--- config.mk ---
export PLATFORM = sky130hd
export DESIGN_NAME = cwu_warmup_counter
export DESIGN_NICKNAME = d
export VERILOG_FILES = /design/src/core/cwu_pkg.sv /design/src/core/cwu_warmup_counter.sv /design/src/core/cwu_edge_sync.sv
export VERILOG_INCLUDE_DIRS = /design/src /design/src/core
export SDC_FILE = /design/constraint.sdc
export NUM_CORES = 1
export LEC_CHECK = 0
export BUFFER_PORTS_ARGS = -buffer_cell sky130_fd_sc_hd__buf_4
export CORE_MARGIN = 8
export CORE_UTILIZATION = 51
export DETAILED_ROUTE_END_ITERATION = 8
export HOLD_SLACK_MARGIN = 0.06
export PLACE_DENSITY = 0.8
export SLEW_MARGIN = 20
export SYNTH_ARGS = -nofsm -noshare
export SYNTH_HDL_FRONTEND = slang
export SYNTH_SLANG_ARGS = --single-unit
export TNS_END_PERCENT = 1
--- constraint.sdc ---
create_clock -name clk_i -period 3.8 [get_ports clk_i]
set_input_delay 0.19 -clock clk_i [delete_from_list [all_inputs] [get_ports clk_i]]
set_output_delay 0.19 -clock clk_i [all_outputs]
set_load 0.02 [all_outputs]
--- src/core/cwu_regs.svh ---
// Bit positions, field codes and reset values of the warm-up counter controls.
// Assumes it is included by the package and the design modules; holds definitions only.
`ifndef CWU_REGS_SVH
`define CWU_REGS_SVH

// Upper timer control fields
`define CWU_UPPER_RUN_BIT 3
`define CWU_UPPER_MODE_MSB 2
`define CWU_UPPER_MODE_LSB 0
`define CWU_UPPER_MODE_WARMUP 3'h5
`define CWU_UPPER_FF_INIT_BIT 7
`define CWU_UPPER_CTRL_RESET 8'h00

// Lower timer control fields
`define CWU_LOWER_CLK_MSB 6
`define CWU_LOWER_CLK_LSB 4
`define CWU_LOWER_CLK_SLOW 3'h4
`define CWU_LOWER_CLK_FAST 3'h6
`define CWU_LOWER_MODE_MSB 2
`define CWU_LOWER_MODE_LSB 0
`define CWU_LOWER_MODE_CASCADE 3'h3
`define CWU_LOWER_FF_INIT_BIT 7
`define CWU_LOWER_CTRL_RESET 8'h00

// System control register two fields
`define CWU_SYS_CLK_SEL_BIT 5
`define CWU_SYS_SLOW_OSC_EN_BIT 6
`define CWU_SYS_FAST_OSC_EN_BIT 7
`define CWU_SYS_CTRL_RESET 8'h80

// Compare and counter reset values
`define CWU_COMPARE_RESET 8'hFF
`define CWU_COUNT_RESET 16'h0000
`define CWU_LOW_BYTE_ZERO 8'h00
`define CWU_COUNT_ONE 16'h0001

// Source periods per step of the compare upper byte
`define CWU_PERIODS_PER_STEP 256

`endif

--- src/core/cwu_pkg.sv ---
// Types shared by the warm-up counter modules.
// Assumes cwu_regs.svh is on the include path.
`include "cwu_regs.svh"

package cwu_pkg;

	// Count source chosen by the lower timer control
	typedef enum logic [1:0]
	{
		CWU_SRC_NONE = 2'b00,
		CWU_SRC_SLOW = 2'b01,
		CWU_SRC_FAST = 2'b10
	} cwu_src_t;

	// Counter sequencing
	typedef enum logic [1:0]
	{
		CWU_ST_IDLE = 2'b00,
		CWU_ST_COUNT = 2'b01,
		CWU_ST_DONE = 2'b10
	} cwu_state_t;

endpackage

--- src/core/cwu_warmup_counter.sv ---
// Cascaded 16-bit warm-up counter that times oscillator stabilisation.
// Assumes control bytes come from software-written registers on clk_i and both
// oscillator clocks arrive as pins at no more than a quarter of clk_i.
// A source pin must stay high and low two clk_i cycles each or its edges are lost.
`timescale 1ns/1ns
`default_nettype none
`include "cwu_regs.svh"

module cwu_warmup_counter
(
	input wire logic clk_i,
	input wire logic arst_n_i,
	input wire logic low_freq_clock_i,
	input wire logic high_freq_clock_i,
	input wire logic [7:0] upper_timer_control_i,
	input wire logic [7:0] lower_timer_control_i,
	input wire logic [7:0] period_compare_high_i,
	input wire logic [7:0] period_compare_low_i,
	input wire logic [7:0] system_control_reg_two_i,
	output logic upper_timer_irq_o,
	output logic [15:0] count_o,
	output logic running_o,
	output cwu_pkg::cwu_src_t source_o,
	output logic sys_clk_low_sel_o,
	output logic low_osc_enable_o,
	output logic high_osc_enable_o,
	output logic upper_flipflop_init_o,
	output logic lower_flipflop_init_o
);
	import cwu_pkg::*;

	// Synchronised source edges
	logic slow_tick;
	logic fast_tick;

	// Decoded controls and the counting strobe
	logic run_bit;
	logic mode_ok;
	logic tick;
	logic match;
	cwu_src_t src_next;
	cwu_src_t src_reg;

	// Sequencer and counter datapath
	cwu_state_t state_reg;
	cwu_state_t state_next;
	logic [15:0] count_reg;
	logic [15:0] count_next;
	logic irq_reg;
	logic running_reg;

	// Captured control bytes
	logic [7:0] sys_reg;
	logic [7:0] upper_reg;
	logic [7:0] lower_reg;

	// Source edges, each pin through its own synchroniser
	cwu_edge_sync u_slow_sync
	(
		.clk_i(clk_i),
		.arst_n_i(arst_n_i),
		.pin_i(low_freq_clock_i),
		.rise_o(slow_tick)
	);

	// Fast pin takes the same three-stage path, so it must run no faster than a quarter of clk_i
	cwu_edge_sync u_fast_sync
	(
		.clk_i(clk_i),
		.arst_n_i(arst_n_i),
		.pin_i(high_freq_clock_i),
		.rise_o(fast_tick)
	);

	// Timer control bytes captured once so all decode sees the same cycle
	always_ff @(posedge clk_i or negedge arst_n_i)
	begin
		if (!arst_n_i)
		begin
			upper_reg <= `CWU_UPPER_CTRL_RESET;
			lower_reg <= `CWU_LOWER_CTRL_RESET;
		end
		else
		begin
			upper_reg <= upper_timer_control_i;
			lower_reg <= lower_timer_control_i;
		end
	end

	// System control byte; resets with the fast oscillator on and selected
	always_ff @(posedge clk_i or negedge arst_n_i)
	begin
		if (!arst_n_i)
			sys_reg <= `CWU_SYS_CTRL_RESET;
		else
			sys_reg <= system_control_reg_two_i;
	end

	// Source decode: slow for 43H, 4BH, C3H or CBH, fast for 63H, 6BH, E3H or EBH (bits 7 and 3 not decoded), anything else counts nothing
	always_comb
	begin
		// Refused codes leave the source at none, so a stray write cannot start counting
		src_next = CWU_SRC_NONE;
		if (lower_reg[`CWU_LOWER_MODE_MSB:`CWU_LOWER_MODE_LSB] == `CWU_LOWER_MODE_CASCADE)
		begin
			if (lower_reg[`CWU_LOWER_CLK_MSB:`CWU_LOWER_CLK_LSB] == `CWU_LOWER_CLK_SLOW)
				src_next = CWU_SRC_SLOW;
			else if (lower_reg[`CWU_LOWER_CLK_MSB:`CWU_LOWER_CLK_LSB] == `CWU_LOWER_CLK_FAST)
				src_next = CWU_SRC_FAST;
		end
	end

	// Registered source choice
	always_ff @(posedge clk_i or negedge arst_n_i)
	begin
		if (!arst_n_i)
			src_reg <= CWU_SRC_NONE;
		else
			src_reg <= src_next;
	end

	// Warm-up mode and run decode
	assign mode_ok = (upper_reg[`CWU_UPPER_MODE_MSB:`CWU_UPPER_MODE_LSB] == `CWU_UPPER_MODE_WARMUP);
	assign run_bit = upper_reg[`CWU_UPPER_RUN_BIT] && mode_ok;
	// Only the chosen source counts; the other pin may toggle freely
	assign tick = ((src_reg == CWU_SRC_SLOW) && slow_tick) || ((src_reg == CWU_SRC_FAST) && fast_tick);

	// Upper byte only; low compare byte ignored, so each step is 256 source periods
	// Compare byte is read live: lowering it mid-count can miss the match until wrap
	assign match = tick && (count_next[15:8] == period_compare_high_i)
		&& (count_next[7:0] == `CWU_LOW_BYTE_ZERO);

	// Next count value on a source tick
	assign count_next = count_reg + `CWU_COUNT_ONE;

	// Sequencer: idle until run, count, return to idle when run drops
	always_comb
	begin
		state_next = state_reg;
		unique case (state_reg)
			CWU_ST_IDLE:
			begin
				if (run_bit)
					state_next = CWU_ST_COUNT;
			end
			CWU_ST_COUNT:
			begin
				if (!run_bit)
					state_next = CWU_ST_IDLE;
				else if (match)
					state_next = CWU_ST_DONE;
			end
			CWU_ST_DONE:
			begin
				// Keeps counting after a match until software stops it
				if (!run_bit)
					state_next = CWU_ST_IDLE;
				else
					state_next = CWU_ST_COUNT;
			end
			default:
				state_next = CWU_ST_IDLE;
		endcase
	end

	// State register
	// Spare code 11 cannot be reached; the default branch would return it to idle
	always_ff @(posedge clk_i or negedge arst_n_i)
	begin
		if (!arst_n_i)
			state_reg <= CWU_ST_IDLE;
		else
			state_reg <= state_next;
	end

	// Counter: cleared on stop and on match so a restart times a full period
	always_ff @(posedge clk_i or negedge arst_n_i)
	begin
		if (!arst_n_i)
			count_reg <= `CWU_COUNT_RESET;
		// Stop wins over a match that lands in the same cycle
		else if (!run_bit)
			count_reg <= `CWU_COUNT_RESET;
		else if (match)
			count_reg <= `CWU_COUNT_RESET;
		else if (tick)
			count_reg <= count_next;
	end

	// Interrupt request, one clk_i cycle per match
	// Gated by the run bit, so a stopped counter never leaves a late request
	always_ff @(posedge clk_i or negedge arst_n_i)
	begin
		if (!arst_n_i)
			irq_reg <= 1'b0;
		else
			irq_reg <= run_bit && match;
	end

	// Running flag from a flop, in step with the state register
	always_ff @(posedge clk_i or negedge arst_n_i)
	begin
		if (!arst_n_i)
			running_reg <= 1'b0;
		else
			running_reg <= (state_next != CWU_ST_IDLE);
	end

	// Registered values straight to the ports
	assign upper_timer_irq_o = irq_reg;
	assign count_o = count_reg;
	assign running_o = running_reg;
	assign source_o = src_reg;

	// System clock select and oscillator enables at their bit positions
	assign sys_clk_low_sel_o = sys_reg[`CWU_SYS_CLK_SEL_BIT];
	assign low_osc_enable_o = sys_reg[`CWU_SYS_SLOW_OSC_EN_BIT];
	assign high_osc_enable_o = sys_reg[`CWU_SYS_FAST_OSC_EN_BIT];

	// Flip-flop initial values passed out; no pulse logic in this mode
	assign upper_flipflop_init_o = upper_reg[`CWU_UPPER_FF_INIT_BIT];
	assign lower_flipflop_init_o = lower_reg[`CWU_LOWER_FF_INIT_BIT];

endmodule // cwu_warmup_counter

`default_nettype wire

--- src/core/cwu_edge_sync.sv ---
// Three-stage pin synchroniser with a rising-edge pulse on the stable level.
// Assumes the input is asynchronous to clk_i and at no more than a quarter of its rate.
`timescale 1ns/1ns
`default_nettype none

module cwu_edge_sync
(
	input wire logic clk_i,
	input wire logic arst_n_i,
	input wire logic pin_i,
	output logic rise_o
);
	import cwu_pkg::*;

	logic meta_reg;
	logic sync2_reg;
	logic sync3_reg;
	logic stable_reg;

	// First stage feeds only the second
	always_ff @(posedge clk_i or negedge arst_n_i)
	begin
		if (!arst_n_i)
		begin
			meta_reg <= 1'b0;
			sync2_reg <= 1'b0;
			sync3_reg <= 1'b0;
		end
		else
		begin
			meta_reg <= pin_i;
			sync2_reg <= meta_reg;
			sync3_reg <= sync2_reg;
		end
	end

	// Level only counts once stages two and three agree, filters one-cycle glitches
	always_ff @(posedge clk_i or negedge arst_n_i)
	begin
		if (!arst_n_i)
			stable_reg <= 1'b0;
		else if (sync2_reg == sync3_reg)
			stable_reg <= sync3_reg;
	end

	// Pulse in the cycle the agreed level goes high
	assign rise_o = (sync2_reg == sync3_reg) && sync3_reg && !stable_reg;

endmodule // cwu_edge_sync

`default_nettype wire

==> qor.csv, run 1 <==
metric,value,unit
critPathMaxStageDelay,0.54,ns
antenna_left,0,
fin_nets,312,
cap_violations,0,
fin_skew,0.00491,ns
critPathTopFamily,simple AND/OR/NAND/NOR gates,
fin_ws,0.966,ns
grt-ovfl-total,0,
coreArea,0.00423,mm2
synth_cell_types,51,
synth_nets,247,
gp_congestion,0.885,
wl_per_cell,15.8,um
async_reset_ff_frac,1.00,
die_y,81.5,um
path_class,register to register,
cts_sinks,45,
nFillCells,331,
path_cells,ha_1 > nand3_1 > or2_4 > a211o_1 > a22o_1 > or4b_4 > nor4b_2,
syn_to_final_growth,31.3,%
rsz0062_at_grt,false,
powerDensity,324,mW/mm2
ios,69,
status,finished clean,
die_x,81.5,um
cts_setup_buffers,0,
startpoint_type,register,
syn_area,0.00219,mm2
insertion_delay,0.29,ns
critPathCaptureType,register,
initial_core_util,0.516,
worst-path-max-fanout,9,
antenna_found_initial,0,
diodes,0,
drive_above_1_share,0.260,
place_hpwl,3390,um
setup_tns,0,ns
post-route-util,0.678,
timing.critical_path.buf_inv,0,
max_slew_margin,0.422,
via_count,1768,
yosysWarnings,0,
cp.arrival,3.02,ns
first_pass_iters,4,
cts_resized,0,
hp-class,primary input to register,
clockRootBuffer,clkbuf_8,
drv_slew,0,
hold_viol_final,0,
min_period,2.83,ns
peakVddDrop,0.294,mV
drc,0,
viasPerCell,5.58,
worstMarginPinSlew,0.862,ns
first_global_vias,1752,
fmax,353,MHz
path_clk_slew,0.08,ns
yosysSeqAreaShare,0.516,
required,3.99,ns
portBuffers,51,
cp_slowest_cell,or4b_4,
clockBufferDepth,2,
cts_inserted_buffers,5,
finalSetupViolCount,0,
drtIter0Drc,122,
synth_edf_count,0,
die-area,0.00664,mm2
largest_reg_flops,16,
routed_wirelength,5020,um
synth_ff_type,dfrtp_1,
grt.total_usage,0.163,
ys_ff_latch,45,
synthCells,199,
rows,24,
pre_cts_slack,1.01,ns
grt_max_degree,46,
htree_num_levels,2,
tritoncts,done,
finalCritPeriodShare,0.746,
syn_area_per_cell,11.0,um2
grt_pass1_wl,8420,um
p_leak,1.22,nW
## worst register-to-register path: stages (launching register included)
cell and delay [ns]:
dfrtp_1 0.52, ha_1 0.36, nand3_1 0.23, or2_4 0.32, a211o_1 0.29, a22o_1 0.22, or4b_4 0.54, nor4b_2 0.23
## cells in the mapped netlist, types with 3 or more instances
library cell	n	area [um2]
xnor2_1	10	87.6
nand3_1	11	55.1
dfrtp_1	44	1100
nand4_1	7	43.8
o21ai_0	3	15.0
nor2_1	13	48.8
xor2_1	12	105
clkbuf_1	4	15.0
buf_2	5	25.0
nand2_1	13	48.8
and4_1	3	26.3
a31oi_1	3	18.8
nor3b_1	5	37.5
a211oi_1	3	22.5
nor2b_1	3	18.8
ha_1	4	50.1
nor3_1	14	70.1
## worst paths after layout
path / from / endpoint / slack (ns) / cells past startpoint
worst max-delay path: count_o[0] / state_reg[1] / 0.97 / 7
worst min-delay path: period_compare_high_i[2] / upper_timer_irq_o / 0.35 / 5
worst max register to register: count_o[0] / state_reg[1] / 0.97 / 7
worst min register to register: u_fast_sync.meta_reg / u_fast_sync.sync2_reg / 0.35 / 0
max in group asynchronous: arst_n_i / sys_reg[7] / 2.99 / 2
min in group asynchronous: arst_n_i / count_o[7] / 0.44 / 2
## metrics by stage
stage	hold slack [ns]	std cells	power, mW	area, um2
finish	0.352	317	0.928	2870
global route	0.358	317	0.967	2870
CTS	0.340	317	0.943	2870
detailed placement	0.216	291	0.570	2580
global placement	0.213	291	0.568	2580
floorplan	-0.106	199	0.530	2190
## power by group
group	total, mW	internal [mW]	switching (mW)
registers	0.499	0.494	0.00549
clock network	0.353	0.197	0.155
logic	0.0761	0.0441	0.0320
total	0.928	0.735	0.193
## cells by family (layout without fill, tap and decap cells)
family	Yosys count	count (layout)	share of synthesized area
simple gates	90	90	0.252
compound gates	22	22	0.0698
fa+ha+maj	4	4	0.0229
xor+xnor	23	23	0.0985
buf+inv	13	79	0.0309
mux	2	2	0.0103
flops	45	45	0.516
## placed cells by master, fill, tap and decap left out, types with 3 or more instances in the layout
cell           netlist  final
buf_4                1     52
dfrtp_1             44     44
dlygate4sd3_1        0     18
nor3_1              14     14
nor2_1              13     13
nand2_1             13     13
xor2_1              12     12
nand3_1             11     11
xnor2_1             10     10
nand4_1              7      7
nor3b_1              5      5
clkbuf_8             0      5
ha_1                 4      4
o21ai_0              3      3
a31oi_1              3      3
and4_1               3      3
a211oi_1             3      3
nor2b_1              3      3
## area by class of cell
| type | count | area (um2) | area share |
|---|---|---|---|
| clock buffer | 6 | 72.6 | 0.0253 |
| clock inverter | 2 | 38.8 | 0.0135 |
| inverter | 1 | 3.75 | 0.00131 |
| multi-input combinational | 141 | 991 | 0.345 |
| sequential | 45 | 1130 | 0.393 |
| tap | 52 | 65.1 | 0.0227 |
| timing repair buffer | 70 | 571 | 0.199 |
## routing by layer
metal  vias to the layer above  part of all wire  global-route usage
met5                         -                 0                   0
li1                        846                 -                   -
met3                        10             0.088              0.0624
met1                       848              0.40               0.188
met4                         0             0.019              0.0661
met2                        64              0.49               0.269
## what timing repair did
action / 4_1_cts / 5_1_grt
hold endpoints to repair: 61 / 0
hold buffers: 18 / 0
endpoints found under the setup margin: 0 / 0
Note: power is estimated with default switching activity, not from simulation.
==> inputs of run 2 (changes only) <==
--- a/config.mk
+++ b/config.mk
@@ -8,10 +8,10 @@
 export LEC_CHECK = 0
 export BUFFER_PORTS_ARGS = -buffer_cell sky130_fd_sc_hd__buf_4
 export CORE_MARGIN = 8
-export CORE_UTILIZATION = 51
+export CORE_UTILIZATION = 46
 export DETAILED_ROUTE_END_ITERATION = 8
 export HOLD_SLACK_MARGIN = 0.06
-export PLACE_DENSITY = 0.8
+export PLACE_DENSITY = 0.76
 export SLEW_MARGIN = 20
 export SYNTH_ARGS = -nofsm -noshare
 export SYNTH_HDL_FRONTEND = slang
==> constraint.sdc (replaced) <==
create_clock -name clk_i -period 2.4 [get_ports clk_i]
set_input_delay 0.12 -clock clk_i [delete_from_list [all_inputs] [get_ports clk_i]]
set_output_delay 0.12 -clock clk_i [all_outputs]
set_load 0.02 [all_outputs]
==> run 2 against run 1 <==
- sequential share of layout area down 2.8 points
- cell count increased by 6.9%
- first-iteration DRC count up 19%
- via count grew 3.3%
- sequential power rose by 59%
- routed wire length is 5.6% higher
- critical path type unchanged
- largest power group unchanged
==> qor.csv, run 2 (same netlist as run 1, synthesis figures left out) <==
metric,value,unit,change
first_pass_iters,5,,+1
ios,69,,unchanged
largest_reg_flops,16,,unchanged
worst-path-max-fanout,8,,-1
setup_tns,0,ns,unchanged
r2r_start,count_o[0],,
fmax,436,MHz,+24%
max_slew_margin,0.588,,+0.166
fin_total_pwr,1.48,mW,+60%
hp-start,period_compare_high_i[2],,
r2r_cells,7,,unchanged
p_switching,0.316,mW,+64%
grt_pass1_wl,9000,um,+7.0%
most-common-layout-cells,"buf_4 (71), dfrtp_1 (41), dlygate4sd3_1 (18)",,
clockBufferDepth,2,,unchanged
powerDensity,478,mW/mm2,+48%
rows,25,,+4.2%
tritoncts,done,,
coreArea,0.00466,mm2,+10%
required,2.60,ns,-1.39 ns
hold_viol_final,0,,unchanged
status,finished clean,,
pwr-share-comb,0.082,,about the same
internal-power,1.17,mW,+59%
grt.total_usage,0.153,,-0.0102
die_x,84.9,um,+4.3%
cts_inserted_buffers,5,,unchanged
startpoint_type,register,,
hp-class,primary input to register,,
drc,0,,unchanged
finalSetupViolCount,0,,unchanged
grt-ovfl-total,0,,unchanged
p_leak,1.33,nW,+9.3%
peakVddDrop,0.490,mV,+66%
grt_max_degree,46,,unchanged
path_clk_slew,0.09,ns,about the same
fin_skew,0.00598,ns,+0.00107 ns
gp_congestion,0.891,,+0.61%
drtIter0Drc,145,,+19%
htree_num_levels,2,,unchanged
rrSetupSlack,0.11,ns,-0.86 ns
drv_slew,0,,unchanged
portBuffers,51,,unchanged
wl_met1,2300,um,+14%
finalCritPeriodShare,0.955,,+0.209
worstMarginPinSlew,0.613,ns,-0.249 ns
antenna_left,0,,unchanged
routed_wirelength,5300,um,+5.6%
wl_met3,378,um,-15%
clockRootBuffer,clkbuf_8,,
diodes,0,,unchanged
drive_above_1_share,0.347,,+0.0870
insertion_delay,0.29,ns,about the same
cap_violations,0,,unchanged
critPathCaptureType,register,,
timing.rr.end,state_reg[1],,
wl_per_cell,15.6,um,-1.2%
cts_sinks,45,,unchanged
die_y,84.9,um,+4.3%
fin_nets,332,,+6.4%
initial_core_util,0.469,,-0.0473
first_global_vias,1962,,+12%
topRoutingLayerUsed,met4,,
swShare,0.213,,+0.00517
min_period,2.29,ns,-0.542 ns
hold_end,upper_timer_irq_o,,
place_hpwl,3740,um,+10%
layout_commonest_cell,buf_4,,
via_count,1826,,+3.3%
p_seq_frac,0.534,,-0.004
clkPwrFrac,0.384,,+0.004
path_class,register to register,,
routed-wl-met2,2580,um,+4.6%
viasPerCell,5.39,,-3.4%
antenna_found_initial,0,,unchanged
cp.arrival,2.50,ns,-0.52 ns
rsz0062_at_grt,false,,
syn_to_final_growth,41.7,%,
whs_path_depth,5,,unchanged
nFillCells,350,,+5.7%
die-area,0.00721,mm2,+8.7%
## run 2: changes by cell type in the layout (fill, tap and decap cells not counted), moves of 2 or more
cell,previous run,this run
buf_4,52,71
dfrtp_2,0,3
dfrtp_1,44,41
nand3_1,11,9
## run 2: layer usage
metal / vias up / track usage
li1: 889 / -
met1: 871 / 0.182
met2: 58 / 0.251
met3: 8 / 0.0531
met4: 0 / 0.0550
met5: - / 0
## run 2: final cells by class
cell class / instances / area [um2] / share of cell area
clock buffers: 6 / 72.6 / 0.0234
clock inverters: 2 / 38.8 / 0.0125
flip-flops and latches: 45 / 1130 / 0.365
repair buffers: 90 / 724 / 0.234
inverters: 1 / 3.75 / 0.00121
multi-input cells: 141 / 1060 / 0.342
well taps: 54 / 67.6 / 0.0218
## run 2: power by group through the flow
stage / Clock [mW] / Combinational (mW) / Sequential, mW
after floorplan: 0 / 0.0289 / 0.811
after global placement: 0 / 0.0964 / 0.805
after detailed placement: 0 / 0.0989 / 0.806
after CTS: 0.581 / 0.122 / 0.791
after global routing: 0.609 / 0.134 / 0.794
final: 0.568 / 0.122 / 0.791
## run 2: stage by stage
step           std cells  utilization  hold slack [ns]  setup WS, ns  area [um2]
2_1_floorplan        199            -           -0.176       -0.0383        2230
3_3_place_gp         310        0.589            0.147        0.0687        2740
3_5_place_dp         310        0.589            0.150        0.0398        2740
4_1_cts              336        0.651            0.292       0.00529        3040
5_1_grt              339        0.664            0.312       0.00694        3100
6_report             339        0.664            0.300         0.108        3100
## run 2: what timing repair did
item	4_1_cts	5_1_grt
buffers inserted	0	3
resized for setup	0	8
hold endpoints to repair	61	0
hold buffers	18	0
setup endpoints to repair	0	2
## run 2: how the worst max path moves through the flow
stage / cells after the start / start / end
floorplan: 8 / count_o[0] / state_reg[1]
detailed placement: 7 / count_o[1] / state_reg[1]
global route: 7 / count_o[0] / state_reg[1]
finish: 7 / count_o[0] / state_reg[1]
CTS: 8 / count_o[1] / state_reg[1]
global placement: 7 / count_o[1] / state_reg[1]
## run 2: critical path: stages, from the launching register on
cell     delay, ns
dfrtp_2       0.39
buf_4         0.17
nand3_2       0.11
or4b_1        0.47
o311a_1       0.16
nor3b_2       0.18
or4b_4        0.50
nor4b_2       0.21
==> inputs of run 3 (changes only) <==
--- a/config.mk
+++ b/config.mk
@@ -6,12 +6,13 @@
 export SDC_FILE = /design/constraint.sdc
 export NUM_CORES = 1
 export LEC_CHECK = 0
-export BUFFER_PORTS_ARGS = -buffer_cell sky130_fd_sc_hd__buf_4
 export CORE_MARGIN = 8
-export CORE_UTILIZATION = 46
+export CORE_UTILIZATION = 51
 export DETAILED_ROUTE_END_ITERATION = 8
+export DONT_BUFFER_PORTS = 1
+export GPL_ROUTABILITY_DRIVEN = 0
 export HOLD_SLACK_MARGIN = 0.06
-export PLACE_DENSITY = 0.76
+export PLACE_DENSITY = 0.69
 export SLEW_MARGIN = 20
 export SYNTH_ARGS = -nofsm -noshare
 export SYNTH_HDL_FRONTEND = slang
==> run 3 against run 2 <==
- die area shrank 8.0%
- via count is 5.6% lower
- sequential share of layout area up 4.0 points
- cell area shrank 9.8%
- flip-flop and latch count did not move
- critical path depth stayed put
- sequential power grew 0.9%
- cell count shrank 13%
- clock-buffer cell count grew 1
- routed wire length decreased by 3.8%
- register-to-register slack worse by 0.07 ns
- core utilization is 0.46 points lower
- critical path type unchanged
==> qor.csv, run 3 (same netlist as run 1, synthesis figures left out) <==
metric,value,unit,change
clockBufferDepth,2,,unchanged
drv_slew,0,,unchanged
drc,0,,unchanged
die-area,0.00664,mm2,-8.0%
first_pass_iters,4,,-1
min_period,2.36,ns,+0.0654 ns
syn_to_final_growth,27.8,%,
path_cells,ha_4 > nand3_4 > or2_4 > a211o_1 > a22o_1 > or4b_4 > nor4b_4,,
max_slew_margin,0.572,,-0.0165
first_global_vias,1718,,-12%
finalCritPeriodShare,0.982,,+0.0273
fin_skew,0.00810,ns,+0.00212 ns
r2r_start,count_o[0],,
antenna_left,0,,unchanged
r2r_cells,7,,unchanged
powerDensity,516,mW/mm2,+8.0%
portBuffers,0,,-100%
cap_violations,0,,unchanged
cts_sinks,45,,unchanged
drive_above_1_share,0.234,,-0.114
nFillCells,323,,-7.7%
grt.total_usage,0.160,,+0.00624
fin_total_pwr,1.44,mW,-2.6%
rsz0062_at_grt,true,,
critPathMaxStageDelay,0.51,ns,about the same
crit_cells,7,,unchanged
crit_end,state_reg[1],,
layout_commonest_cell,dfrtp_1,,
fmax,424,MHz,-2.8%
postPlaceCellArea,0.00242,mm2,-12%
cts_inserted_buffers,5,,unchanged
path_clk_slew,0.08,ns,about the same
stdcell_area,0.00279,mm2,-9.8%
die_x,81.5,um,-4.1%
required,2.60,ns,about the same
tritoncts,done,,
antenna_found_initial,0,,unchanged
initial_core_util,0.516,,+0.0473
hold_ws,0.229,ns,-0.0715 ns
clockRootBuffer,clkbuf_8,,
final_cells,296,,-13%
grt-ovfl-total,0,,unchanged
placedCellCount,265,,-15%
timing.critical_path.buf_inv,0,,-1
drtIter0Drc,117,,-19%
finalSetupViolCount,0,,unchanged
worst-path-max-fanout,6,,-2
timing.rr.end,state_reg[1],,
die_y,81.5,um,-4.1%
via_count,1723,,-5.6%
critPathTopFamily,simple AND/OR/NAND/NOR gates,,
path_class,register to register,,
coreArea,0.00423,mm2,-9.2%
routed_wirelength,5110,um,-3.8%
most-common-layout-cells,"dfrtp_1 (39), buf_4 (29), dlygate4sd3_1 (18), nor3_1 (14)",,
grt_pass1_wl,8110,um,-10%
wl_per_cell,17.2,um,+10%
p_leak,1.12,nW,-16%
cp.arrival,2.56,ns,+0.06 ns
ios,69,,unchanged
whs_path_depth,4,,-1
fin_nets,291,,-12%
hold_viol_final,0,,unchanged
diodes,0,,unchanged
grt_max_degree,46,,unchanged
status,finished clean,,
peakVddDrop,0.450,mV,-8.1%
insertion_delay,0.29,ns,about the same
place_hpwl,3620,um,-3.0%
startpoint_type,register,,
hp-class,primary input to register,,
cp_slowest_cell,or4b_4,,
viasPerCell,5.82,,+8.1%
largest_reg_flops,16,,unchanged
htree_num_levels,2,,unchanged
startpoint,count_o[0],,
rows,24,,-4.0%
critPathCaptureType,register,,
worstMarginPinSlew,0.638,ns,+0.0246 ns
rrSetupSlack,0.04,ns,-0.07 ns
setup_tns,0,ns,unchanged
run 3: power breakdown:
group | internal (mW) | leakage (nW) | total (mW) | switching, mW
clock | 0.339 | 0.0585 | 0.568 | 0.229
combinational | 0.0429 | 0.492 | 0.0773 | 0.0344
sequential | 0.782 | 0.565 | 0.798 | 0.0156
total | 1.16 | 1.12 | 1.44 | 0.279
run 3: routing by layer:
layer  up-vias  part of all wire  global-route usage
li1        804                 -                   -
met1       840              0.37               0.173
met2        68              0.51               0.275
met3        11              0.10              0.0656
met4         0             0.018              0.0536
met5         -                 0                   0
run 3: per-stage QoR:
step / utilization / setup WS [ns]
after CTS: 0.651 / 0.0210
after global routing: 0.660 / -0.0732
after detailed placement: 0.571 / -0.0301
final: 0.660 / 0.0422
after floorplan: - / -0.0383
after global placement: 0.571 / 0.0569
run 3: worst min path at each step:
stage / endpoint / slack, ns / start
after floorplan: count_o[0] / -0.18 / arst_n_i
after global placement: u_fast_sync.meta_reg / -0.17 / arst_n_i
after detailed placement: u_fast_sync.meta_reg / -0.17 / arst_n_i
after CTS: upper_timer_irq_o / 0.20 / period_compare_high_i[2]
after global routing: upper_timer_irq_o / 0.24 / period_compare_high_i[2]
final: upper_timer_irq_o / 0.23 / period_compare_high_i[2]
run 3: final cells by class:
type	count	area, um2	share of cell area
clock buffer	7	86.3	0.0309
clock inverter	1	30.0	0.0107
inverter	1	3.75	0.00134
multi-input combinational	141	1050	0.374
sequential	45	1130	0.406
tap	52	65.1	0.0233
timing repair buffer	49	429	0.154
run 3: what timing repair did:
item,CTS,global route
gates resized for setup,4,3
hold buffers,19,0
setup buffers,1,3
hold endpoints to repair,62,0
pin swaps,1,2
setup endpoints to repair,1,10
run 3: worst reg2reg max path, cell delays in order (launching register included):
cell     delay [ns]
dfrtp_2        0.43
ha_4           0.19
nand3_4        0.11
or2_4          0.29
a211o_1        0.29
a22o_1         0.23
or4b_4         0.51
nor4b_4        0.21
